File: src/include/i2cis_pkg.sv
// constants, carriers and state layout of the i2c interrupt status block
// assumes a 32-bit byte-addressed register port and a same-clock protocol engine
package i2cis_pkg;
   // register byte addresses
   localparam logic [31:0] A_STAT = 32'h5000132C;
   localparam logic [31:0] A_MASK = 32'h50001330;
   localparam logic [31:0] A_RAW = 32'h50001334;
   localparam logic [31:0] A_DATA = 32'h50001310;
   localparam logic [31:0] A_RXTL = 32'h50001338;
   localparam logic [31:0] A_TXTL = 32'h5000133C;
   localparam logic [31:0] A_CLR_ALL = 32'h50001340;
   localparam logic [31:0] A_CLR_RDREQ = 32'h50001350;
   localparam logic [31:0] A_CLR_ABRT = 32'h50001354;
   localparam logic [31:0] A_CLR_BUSY = 32'h5000135C;
   localparam logic [31:0] A_CLR_GEN = 32'h50001368;
   localparam logic [31:0] A_ON = 32'h5000136C;
   localparam logic [31:0] A_CAUSE = 32'h50001380;
   // flag positions
   localparam int B_UNDER = 0;
   localparam int B_RXOVR = 1;
   localparam int B_RXFULL = 2;
   localparam int B_TXOVR = 3;
   localparam int B_TXEMPTY = 4;
   localparam int B_RDREQ = 5;
   localparam int B_ABRT = 6;
   localparam int B_DONE = 7;
   localparam int B_BUSY = 8;
   localparam int B_STOP = 9;
   localparam int B_START = 10;
   localparam int B_GEN = 11;
   // reset values and sizes
   localparam logic [11:0] MASK_RST = 12'h8FF;
   localparam logic [5:0] FIFO_DEPTH = 6'h20;
   localparam logic [3:0] RSVD_BITS = 4'h0;
   // register port request
   typedef struct packed {
      logic rd;
      logic wr;
      logic [31:0] addr;
      logic [15:0] wdata;
   } i2cis_req_type;
   // events from the protocol engine
   typedef struct packed {
      logic gen_call;
      logic slv_nack;
      logic abort;
      logic rd_req;
      logic rx_valid;
      logic busy;
      logic tx_pop;
   } i2cis_evt_type;
   // whole state of the block
   typedef struct packed {
      logic [11:0] raw;
      logic [11:0] mask;
      logic on;
      logic ien;
      logic [7:0] txtl;
      logic [7:0] rxtl;
      logic [15:0] cause;
      logic [31:0][8:0] txmem;
      logic [4:0] txw;
      logic [4:0] txr;
      logic [5:0] txc;
      logic [31:0][7:0] rxmem;
      logic [4:0] rxw;
      logic [4:0] rxr;
      logic [5:0] rxc;
      logic [1:0] scl_s;
      logic [1:0] sda_s;
      logic scl_d;
      logic sda_d;
      logic [15:0] rdata;
      logic rvalid;
      logic [8:0] head;
      logic avail;
      logic scloe;
      logic [15:0] stat;
   } i2cis_state_type;
endpackage

File: src/verilog/i2cis_status.sv
// interrupt status, masking and fifo side effects of an i2c controller
// assumes a protocol engine on ref_clk and raw scl/sda pin levels
`timescale 1ns/100ps
module i2cis_status (
   input wire logic ref_clk,
   input wire logic sys_rst,
   input wire i2cis_pkg::i2cis_req_type reg_req,
   output logic [15:0] reg_rdata,
   output logic reg_rvalid,
   input wire logic scl_pin,
   input wire logic sda_pin,
   input wire i2cis_pkg::i2cis_evt_type eng_evt,
   input wire logic [7:0] rx_byte,
   input wire logic [15:0] abort_cause,
   output logic [8:0] tx_head,
   output logic tx_avail,
   output logic internal_on_signal,
   output logic scl_o,
   output logic scl_oe,
   output logic [15:0] masked_status
);
   i2cis_pkg::i2cis_state_type s_r;
   i2cis_pkg::i2cis_state_type s_nxt;
   logic start_det;
   logic stop_det;
   logic [11:0] set_v;
   logic [11:0] clr_v;
   logic tx_push;
   logic tx_pop;
   logic rx_push;
   logic rx_pop;
   logic tx_flush;
   logic data_wr;
   logic data_rd;
   logic clr_all;

   // read strobe aimed at one address
   function automatic logic rd_hit(input i2cis_pkg::i2cis_req_type q,
                                   input logic [31:0] a);
      return q.rd && (q.addr == a);
   endfunction

   // write strobe aimed at one address
   function automatic logic wr_hit(input i2cis_pkg::i2cis_req_type q,
                                   input logic [31:0] a);
      return q.wr && (q.addr == a);
   endfunction

   // bus conditions from the second sync stage against its delayed copy
   assign start_det = s_r.scl_s[1] && s_r.scl_d && s_r.sda_d && !s_r.sda_s[1];
   assign stop_det = s_r.scl_s[1] && s_r.scl_d && !s_r.sda_d && s_r.sda_s[1];

   // strobes shared by fifos and flags
   assign data_wr = wr_hit(reg_req, i2cis_pkg::A_DATA);
   assign data_rd = rd_hit(reg_req, i2cis_pkg::A_DATA);
   assign clr_all = rd_hit(reg_req, i2cis_pkg::A_CLR_ALL);
   assign tx_flush = !s_r.on || s_r.raw[i2cis_pkg::B_ABRT];
   assign tx_push = data_wr && !tx_flush && (s_r.txc != i2cis_pkg::FIFO_DEPTH);
   assign tx_pop = eng_evt.tx_pop && (s_r.txc != 6'h00) && !tx_flush;
   // engine acks every byte; a full fifo simply drops it
   assign rx_push = eng_evt.rx_valid && s_r.on && (s_r.rxc != i2cis_pkg::FIFO_DEPTH);
   assign rx_pop = data_rd && (s_r.rxc != 6'h00) && s_r.on;

   // hardware set vector for sticky flags
   always_comb begin
      set_v = 12'h000;
      set_v[i2cis_pkg::B_GEN] = eng_evt.gen_call;
      set_v[i2cis_pkg::B_START] = start_det;
      set_v[i2cis_pkg::B_STOP] = stop_det;
      set_v[i2cis_pkg::B_BUSY] = eng_evt.busy;
      set_v[i2cis_pkg::B_DONE] = eng_evt.slv_nack;
      set_v[i2cis_pkg::B_ABRT] = eng_evt.abort;
      set_v[i2cis_pkg::B_RDREQ] = eng_evt.rd_req;
      set_v[i2cis_pkg::B_TXOVR] = data_wr && !tx_flush
                                  && (s_r.txc == i2cis_pkg::FIFO_DEPTH);
      set_v[i2cis_pkg::B_RXOVR] = eng_evt.rx_valid && s_r.on
                                  && (s_r.rxc == i2cis_pkg::FIFO_DEPTH);
      set_v[i2cis_pkg::B_UNDER] = data_rd && (s_r.rxc == 6'h00);
   end

   // clear vector; set still wins where both land in one cycle
   always_comb begin
      clr_v = {12{clr_all}};
      clr_v[i2cis_pkg::B_GEN] = clr_all || !s_r.on
                                || rd_hit(reg_req, i2cis_pkg::A_CLR_GEN);
      clr_v[i2cis_pkg::B_BUSY] = clr_all || !s_r.on
                                 || rd_hit(reg_req, i2cis_pkg::A_CLR_BUSY);
      clr_v[i2cis_pkg::B_ABRT] = clr_all
                                 || rd_hit(reg_req, i2cis_pkg::A_CLR_ABRT);
      clr_v[i2cis_pkg::B_RDREQ] = clr_all
                                  || rd_hit(reg_req, i2cis_pkg::A_CLR_RDREQ);
      clr_v[i2cis_pkg::B_TXOVR] = clr_all || !s_r.ien;
      clr_v[i2cis_pkg::B_RXOVR] = clr_all || !s_r.ien;
      clr_v[i2cis_pkg::B_UNDER] = clr_all || !s_r.ien;
      // level flags are recomputed, never cleared by software
      clr_v[i2cis_pkg::B_TXEMPTY] = 1'b0;
      clr_v[i2cis_pkg::B_RXFULL] = 1'b0;
   end

   // next state
   always_comb begin
      s_nxt = s_r;
      // pin synchronisers and edge history
      s_nxt.scl_s = {s_r.scl_s[0], scl_pin};
      s_nxt.sda_s = {s_r.sda_s[0], sda_pin};
      s_nxt.scl_d = s_r.scl_s[1];
      s_nxt.sda_d = s_r.sda_s[1];
      // software registers; status itself takes no write
      if (wr_hit(reg_req, i2cis_pkg::A_MASK)) begin
         s_nxt.mask = reg_req.wdata[11:0];
      end
      if (wr_hit(reg_req, i2cis_pkg::A_ON)) begin
         s_nxt.on = reg_req.wdata[0];
      end
      if (wr_hit(reg_req, i2cis_pkg::A_TXTL)) begin
         s_nxt.txtl = reg_req.wdata[7:0];
      end
      if (wr_hit(reg_req, i2cis_pkg::A_RXTL)) begin
         s_nxt.rxtl = reg_req.wdata[7:0];
      end
      // internal enable lingers until the engine goes idle
      s_nxt.ien = s_r.on || (s_r.ien && eng_evt.busy);
      // sticky flags
      s_nxt.raw = (s_r.raw & ~clr_v) | set_v;
      // abort cause follows its flag
      if (eng_evt.abort) begin
         s_nxt.cause = abort_cause;
      end else if (clr_v[i2cis_pkg::B_ABRT]) begin
         s_nxt.cause = 16'h0000;
      end
      // transmit fifo, flushed while disabled or aborted
      if (tx_flush) begin
         s_nxt.txw = 5'h00;
         s_nxt.txr = 5'h00;
         s_nxt.txc = 6'h00;
      end else begin
         if (tx_push) begin
            s_nxt.txmem[s_r.txw] = reg_req.wdata[8:0];
            s_nxt.txw = s_r.txw + 5'h01;
         end
         if (tx_pop) begin
            s_nxt.txr = s_r.txr + 5'h01;
         end
         s_nxt.txc = s_r.txc + {5'h00, tx_push} - {5'h00, tx_pop};
      end
      // receive fifo, flushed at once when disabled
      if (!s_r.on) begin
         s_nxt.rxw = 5'h00;
         s_nxt.rxr = 5'h00;
         s_nxt.rxc = 6'h00;
      end else begin
         if (rx_push) begin
            s_nxt.rxmem[s_r.rxw] = rx_byte;
            s_nxt.rxw = s_r.rxw + 5'h01;
         end
         if (rx_pop) begin
            s_nxt.rxr = s_r.rxr + 5'h01;
         end
         s_nxt.rxc = s_r.rxc + {5'h00, rx_push} - {5'h00, rx_pop};
      end
      // level flags from the new fill counts; transmit empty follows the engine busy input while off
      if (s_r.on) begin
         s_nxt.raw[i2cis_pkg::B_TXEMPTY] = {2'b00, s_nxt.txc} <= s_nxt.txtl;
      end else begin
         s_nxt.raw[i2cis_pkg::B_TXEMPTY] = eng_evt.busy;
      end
      s_nxt.raw[i2cis_pkg::B_RXFULL] = s_nxt.on
                                     && ({2'b00, s_nxt.rxc} >= s_nxt.rxtl);
      // read answer, one cycle after the strobe
      s_nxt.rvalid = reg_req.rd;
      s_nxt.rdata = 16'h0000;
      if (reg_req.rd) begin
         unique case (reg_req.addr)
            i2cis_pkg::A_STAT: s_nxt.rdata = s_r.stat;
            i2cis_pkg::A_MASK: s_nxt.rdata = {i2cis_pkg::RSVD_BITS, s_r.mask};
            i2cis_pkg::A_RAW: s_nxt.rdata = {i2cis_pkg::RSVD_BITS, s_r.raw};
            i2cis_pkg::A_DATA: s_nxt.rdata = rx_pop ? {8'h00, s_r.rxmem[s_r.rxr]} : 16'h0000;
            i2cis_pkg::A_RXTL: s_nxt.rdata = {8'h00, s_r.rxtl};
            i2cis_pkg::A_TXTL: s_nxt.rdata = {8'h00, s_r.txtl};
            i2cis_pkg::A_ON: s_nxt.rdata = {15'h0000, s_r.on};
            i2cis_pkg::A_CAUSE: s_nxt.rdata = s_r.cause;
            i2cis_pkg::A_CLR_ALL: s_nxt.rdata = {15'h0000, |s_r.raw};
            i2cis_pkg::A_CLR_GEN: s_nxt.rdata = {15'h0000, s_r.raw[i2cis_pkg::B_GEN]};
            i2cis_pkg::A_CLR_BUSY: s_nxt.rdata = {15'h0000, s_r.raw[i2cis_pkg::B_BUSY]};
            i2cis_pkg::A_CLR_ABRT: s_nxt.rdata = {15'h0000, s_r.raw[i2cis_pkg::B_ABRT]};
            i2cis_pkg::A_CLR_RDREQ: s_nxt.rdata = {15'h0000, s_r.raw[i2cis_pkg::B_RDREQ]};
            default: s_nxt.rdata = 16'h0000;
         endcase
      end
      // registered copies for the outputs
      s_nxt.head = s_nxt.txmem[s_nxt.txr];
      s_nxt.avail = s_nxt.txc != 6'h00;
      // stretch only while the request waits for data
      s_nxt.scloe = s_nxt.raw[i2cis_pkg::B_RDREQ] && (s_nxt.txc == 6'h00);
      s_nxt.stat = {i2cis_pkg::RSVD_BITS, s_nxt.raw & s_nxt.mask};
   end

   // one register for the whole state; pins idle high out of reset
   always_ff @(posedge ref_clk) begin
      if (sys_rst) begin
         s_r <= '0;
         s_r.mask <= i2cis_pkg::MASK_RST;
         s_r.scl_s <= 2'b11;
         s_r.sda_s <= 2'b11;
         s_r.scl_d <= 1'b1;
         s_r.sda_d <= 1'b1;
      end else begin
         s_r <= s_nxt;
      end
   end

   // outputs straight from the state register, except scl_o which is tied low
   assign reg_rdata = s_r.rdata;
   assign reg_rvalid = s_r.rvalid;
   assign tx_head = s_r.head;
   assign tx_avail = s_r.avail;
   assign internal_on_signal = s_r.ien;
   assign scl_o = 1'b0;
   assign scl_oe = s_r.scloe;
   assign masked_status = s_r.stat;
endmodule

File: config.mk
export PLATFORM = sky130hd
export DESIGN_NAME = i2cis_status
export DESIGN_NICKNAME = d
export VERILOG_FILES = /design/src/include/i2cis_pkg.sv /design/src/verilog/i2cis_status.sv
export SDC_FILE = /design/constraint.sdc
export NUM_CORES = 2
export LEC_CHECK = 0
export ABC_AREA = 1
export BUFFER_PORTS_ARGS = -buffer_cell sky130_fd_sc_hd__buf_2
export CAP_MARGIN = 10
export CELL_PAD_IN_SITES_DETAIL_PLACEMENT = 0
export CELL_PAD_IN_SITES_GLOBAL_PLACEMENT = 1
export CORE_AREA = 8 8 266 268
export DETAILED_ROUTE_END_ITERATION = 12
export DIE_AREA = 0 0 274 276
export MAX_ROUTING_LAYER = met4
export PLACE_DENSITY = 0.9
export SETUP_SLACK_MARGIN = 0.15
export SYNTH_ARGS = -nofsm -noshare
export SYNTH_HDL_FRONTEND = slang
export SYNTH_SLANG_ARGS = --single-unit
File: constraint.sdc
create_clock -name ref_clk -period 7.8 [get_ports ref_clk]
set_input_delay 2.34 -clock ref_clk [delete_from_list [all_inputs] [get_ports ref_clk]]
set_output_delay 2.34 -clock ref_clk [all_outputs]
set_load 0.05 [all_outputs]
==> impl_metrics.csv <==
group,metric,value,unit
critical_path,cpLargestDelayFamily,"simple AND/OR/NAND/NOR gates",
logic_synthesis,yosysUniqueCellTypes,56,
drt,dr.pass1.iters,5,
die,num_rows,95,
critical_path,worstPathMaxFanout,14,
drt,vias,31000,
layout,syn2layout_area_growth,9.45,%
clock_tree,cts_buffer_depth,3,
clock_tree,cts_tree,"done",
die,io_pins,131,
drt,ant_nets,0,
critical_path,worst_path_largest_cell_delay,0.53,ns
critical_path,critical_path_buf_inv_count,5,
critical_path,start_kind,"primary input",
sta,setup_tns,0,ns
logic_synthesis,netlist_instances,4597,
critical_path,slowest_stage,"fa_1",
die,die_w,274,um
flow_run,drv_cap,0,
pwr,p_int,5.77,mW
critical_path,arrival,6.51,ns
pwr,powerDensity,211,nW/um2
pwr,combPwrFrac,2.8,%
clock_tree,clock_sinks,680,
clock_tree,clock_latency,0.64,ns
logic_synthesis,ys.flop_type,"dfxtp_1",
critical_path,worstSetupPathType,"in2reg",
drt,viasPerCell,5.72,
logic_synthesis,synthArstFlopShare,0,%
drt,wl,98600,um
pwr,peakVddDrop,0.000147,V
pwr,swShare,22.8,%
layout,nFillCells,6631,
clock_tree,post_cts_buffers,0,
sta,fmax,166,MHz
critical_path,rrSetupSlack,3.22,ns
sta,hold_violations,0,
sta,fin_ws,1.77,ns
placement,post-place-ws,1.18,ns
logic_synthesis,synth_edf_count,0,
sta,worstMarginPinSlew,1.11,ns
sta,period_needed,6.03,ns
layout,drive_gt1_share,7.95,%
layout,post-route-util,53.1,%
pwr,p_seq_share,46.7,%
drt,post-route-drc-count,0,
sta,rsz0062_at_grt,"no",
logic_synthesis,avgSynthCellArea,7.02,um2
clock_tree,clk_pin_slew,0.06,ns
placement,place.gp.congestion,0.845,
critical_path,cp.required,8.28,ns
die,start_util,48.5,%
logic_synthesis,yosysWarnings,0,
clock_tree,ctsHoldBuffers,0,
drt,routedWlPerCell,18.2,um
pwr,leakage,13.9,nW
clock_tree,cts_root_buffer,"clkbuf_16",
placement,hpwl,60100,um
global_routing,track_usage,25.6,%
layout,multiInputGateArea,15800,um2
pwr,p_clk_share,50.4,%
critical_path,critPathCaptureType,"flop",
die,dieArea,75600,um2
placement,io_buffers,121,
global_routing,gr-total-overflow,0,
global_routing,antenna_found_initial,3,
clock_tree,htree_levels,3,
global_routing,grt_first_pass_wirelength,156000,um
logic_synthesis,ys_seq_elements,680,
layout,register_area,13600,um2
clock_tree,numCtsBuffers,76,
global_routing,grt_pass1_vias,28200,
sta,fin_skew,0.0275,ns
clock_tree,ctsResizeCount,0,
sta,timing.final.crit_share,77.3,%
die,die_y,276,um
drt,drt-initial-drc-count,3061,
sta,drv_slew,0,
sta,fin_hold_ws,0.415,ns
global_routing,grt_max_degree,203,
layout,nNetsFinal,4616,
die,core,66600,um2
outcome,outcome,"finished, final reports clean",
sta,slew-limit-headroom,25.6,%
logic_synthesis,syn_area,32300,um2
logic_synthesis,ys_seq_area_share,42.2,%
critical_path,cpMostUsedCell,"nor2_1",
pwr,switchingPower,1.70,mW
hold_path,worstHoldPathType,"reg2reg",
sta,setup_violations,0,
## state kept, by name (all words and copies together) (netlist names)
signal and cells:
tx_avail 1, masked_status 12, reg_rdata 16, scl_oe 1, s_nxt 4, s_r 635, reg_rvalid 1, internal_on_signal 1
tx_head 9
## placed cells by master (no fill, tap or decap), drive strengths merged, types with 2 or more instances in the layout
master  synthesis  final
nand2         774    774
bufinv          0      7
inv           292    297
or2             9      9
and2            2      2
o31ai           2      2
a221oi          5      5
ha             40     40
diode           0      3
a31oi          22     22
nand3         636    636
a211oi          4      4
nor3b           2      2
nor3           36     36
dfxtp         680    680
conb            1      5
nor4           18     18
mux2            3      3
a32o            2      2
clkinv         17     28
fa              2      2
nand4         174    174
a21oi         573    573
buf           133    158
o21bai          3      3
o21ai         370    370
a22oi           5      5
clkbuf        215    116
a22o           10     10
nor2          556    556
o21a            2      2
## per-layer routing
| metal | vias up | global-route usage, % | share of wire, % |
|---|---|---|---|
| li1 | 15300 | - | - |
| met1 | 14500 | 35.2 | 45 |
| met2 | 1054 | 39.2 | 46 |
| met3 | 187 | 3.24 | 6.6 |
| met4 | 0 | 7.19 | 2.5 |
| met5 | - | - | 0 |
## kinds of logic after synthesis
group / synth area share (%)
flops: 42.2
other cells: 0.0116
xor+xnor: 0.0271
compound gates: 16.0
buf+inv: 8.83
fa+ha+maj: 1.67
mux: 0.136
simple gates: 31.1
## worst register-to-register path: cells and delay by family, from the launching register on
family / cells / cell delay (ns)
buf+inv: 4 / 1.05
flops: 1 / 0.64
simple gates: 12 / 2.77
## power groups by stage
stage          Combinational (mW)  Clock [mW]  Sequential, mW
2_1_floorplan               0.130           0            3.57
3_5_place_dp                0.208           0            3.57
5_1_grt                     0.225        3.96            3.49
4_1_cts                     0.208        3.81            3.49
3_3_place_gp                0.208           0            3.57
6_report                    0.210        3.77            3.49
## final timing paths
check	startpoint	endpoint	cells after the start
worst max-delay path	reg_req[17]	s_r[674]	25
worst min register to register	s_nxt[49]	s_nxt[45]	1
worst min-delay path	s_nxt[49]	s_nxt[45]	1
worst max register to register	s_r[659]	tx_head[3]	16
## metrics by stage
| step | cell area [um2] | total power [mW] | instances |
|---|---|---|---|
| 2_1_floorplan | 32300 | 3.70 | 4601 |
| 6_report | 35300 | 7.47 | 5427 |
| 5_1_grt | 35300 | 7.67 | 5427 |
| 4_1_cts | 35300 | 7.51 | 5424 |
| 3_3_place_gp | 32700 | 3.78 | 5284 |
| 3_5_place_dp | 32700 | 3.78 | 5284 |
## cell type report
class / count / share of cell area (%)
clock buffer: 116 / 6.38
antenna: 3 / 0.0212
sequential: 680 / 38.5
tap: 873 / 3.09
multi-input combinational: 3264 / 44.8
clock inverter: 24 / 1.06
inverter: 309 / 3.32
timing repair buffer: 158 / 2.74
## cells in the mapped netlist, types with 10 or more instances
library cell,number,share of area [%]
a21oi_1,573,8.9
a22o_1,10,0.27
a31oi_1,22,0.43
buf_1,15,0.17
buf_2,51,0.79
buf_4,53,1.2
buf_6,12,0.42
clkbuf_1,215,2.5
clkinv_1,16,0.19
dfxtp_1,680,42
ha_1,40,1.6
inv_1,269,3.1
inv_2,22,0.26
nand2_1,772,9.0
nand3_1,628,9.7
nand4_1,150,2.9
nand4_2,13,0.50
nand4_4,11,0.72
nor2_1,546,6.3
nor3_1,36,0.56
nor4_1,18,0.35
o21ai_0,369,5.7
(Power assumes the default switching activity.)
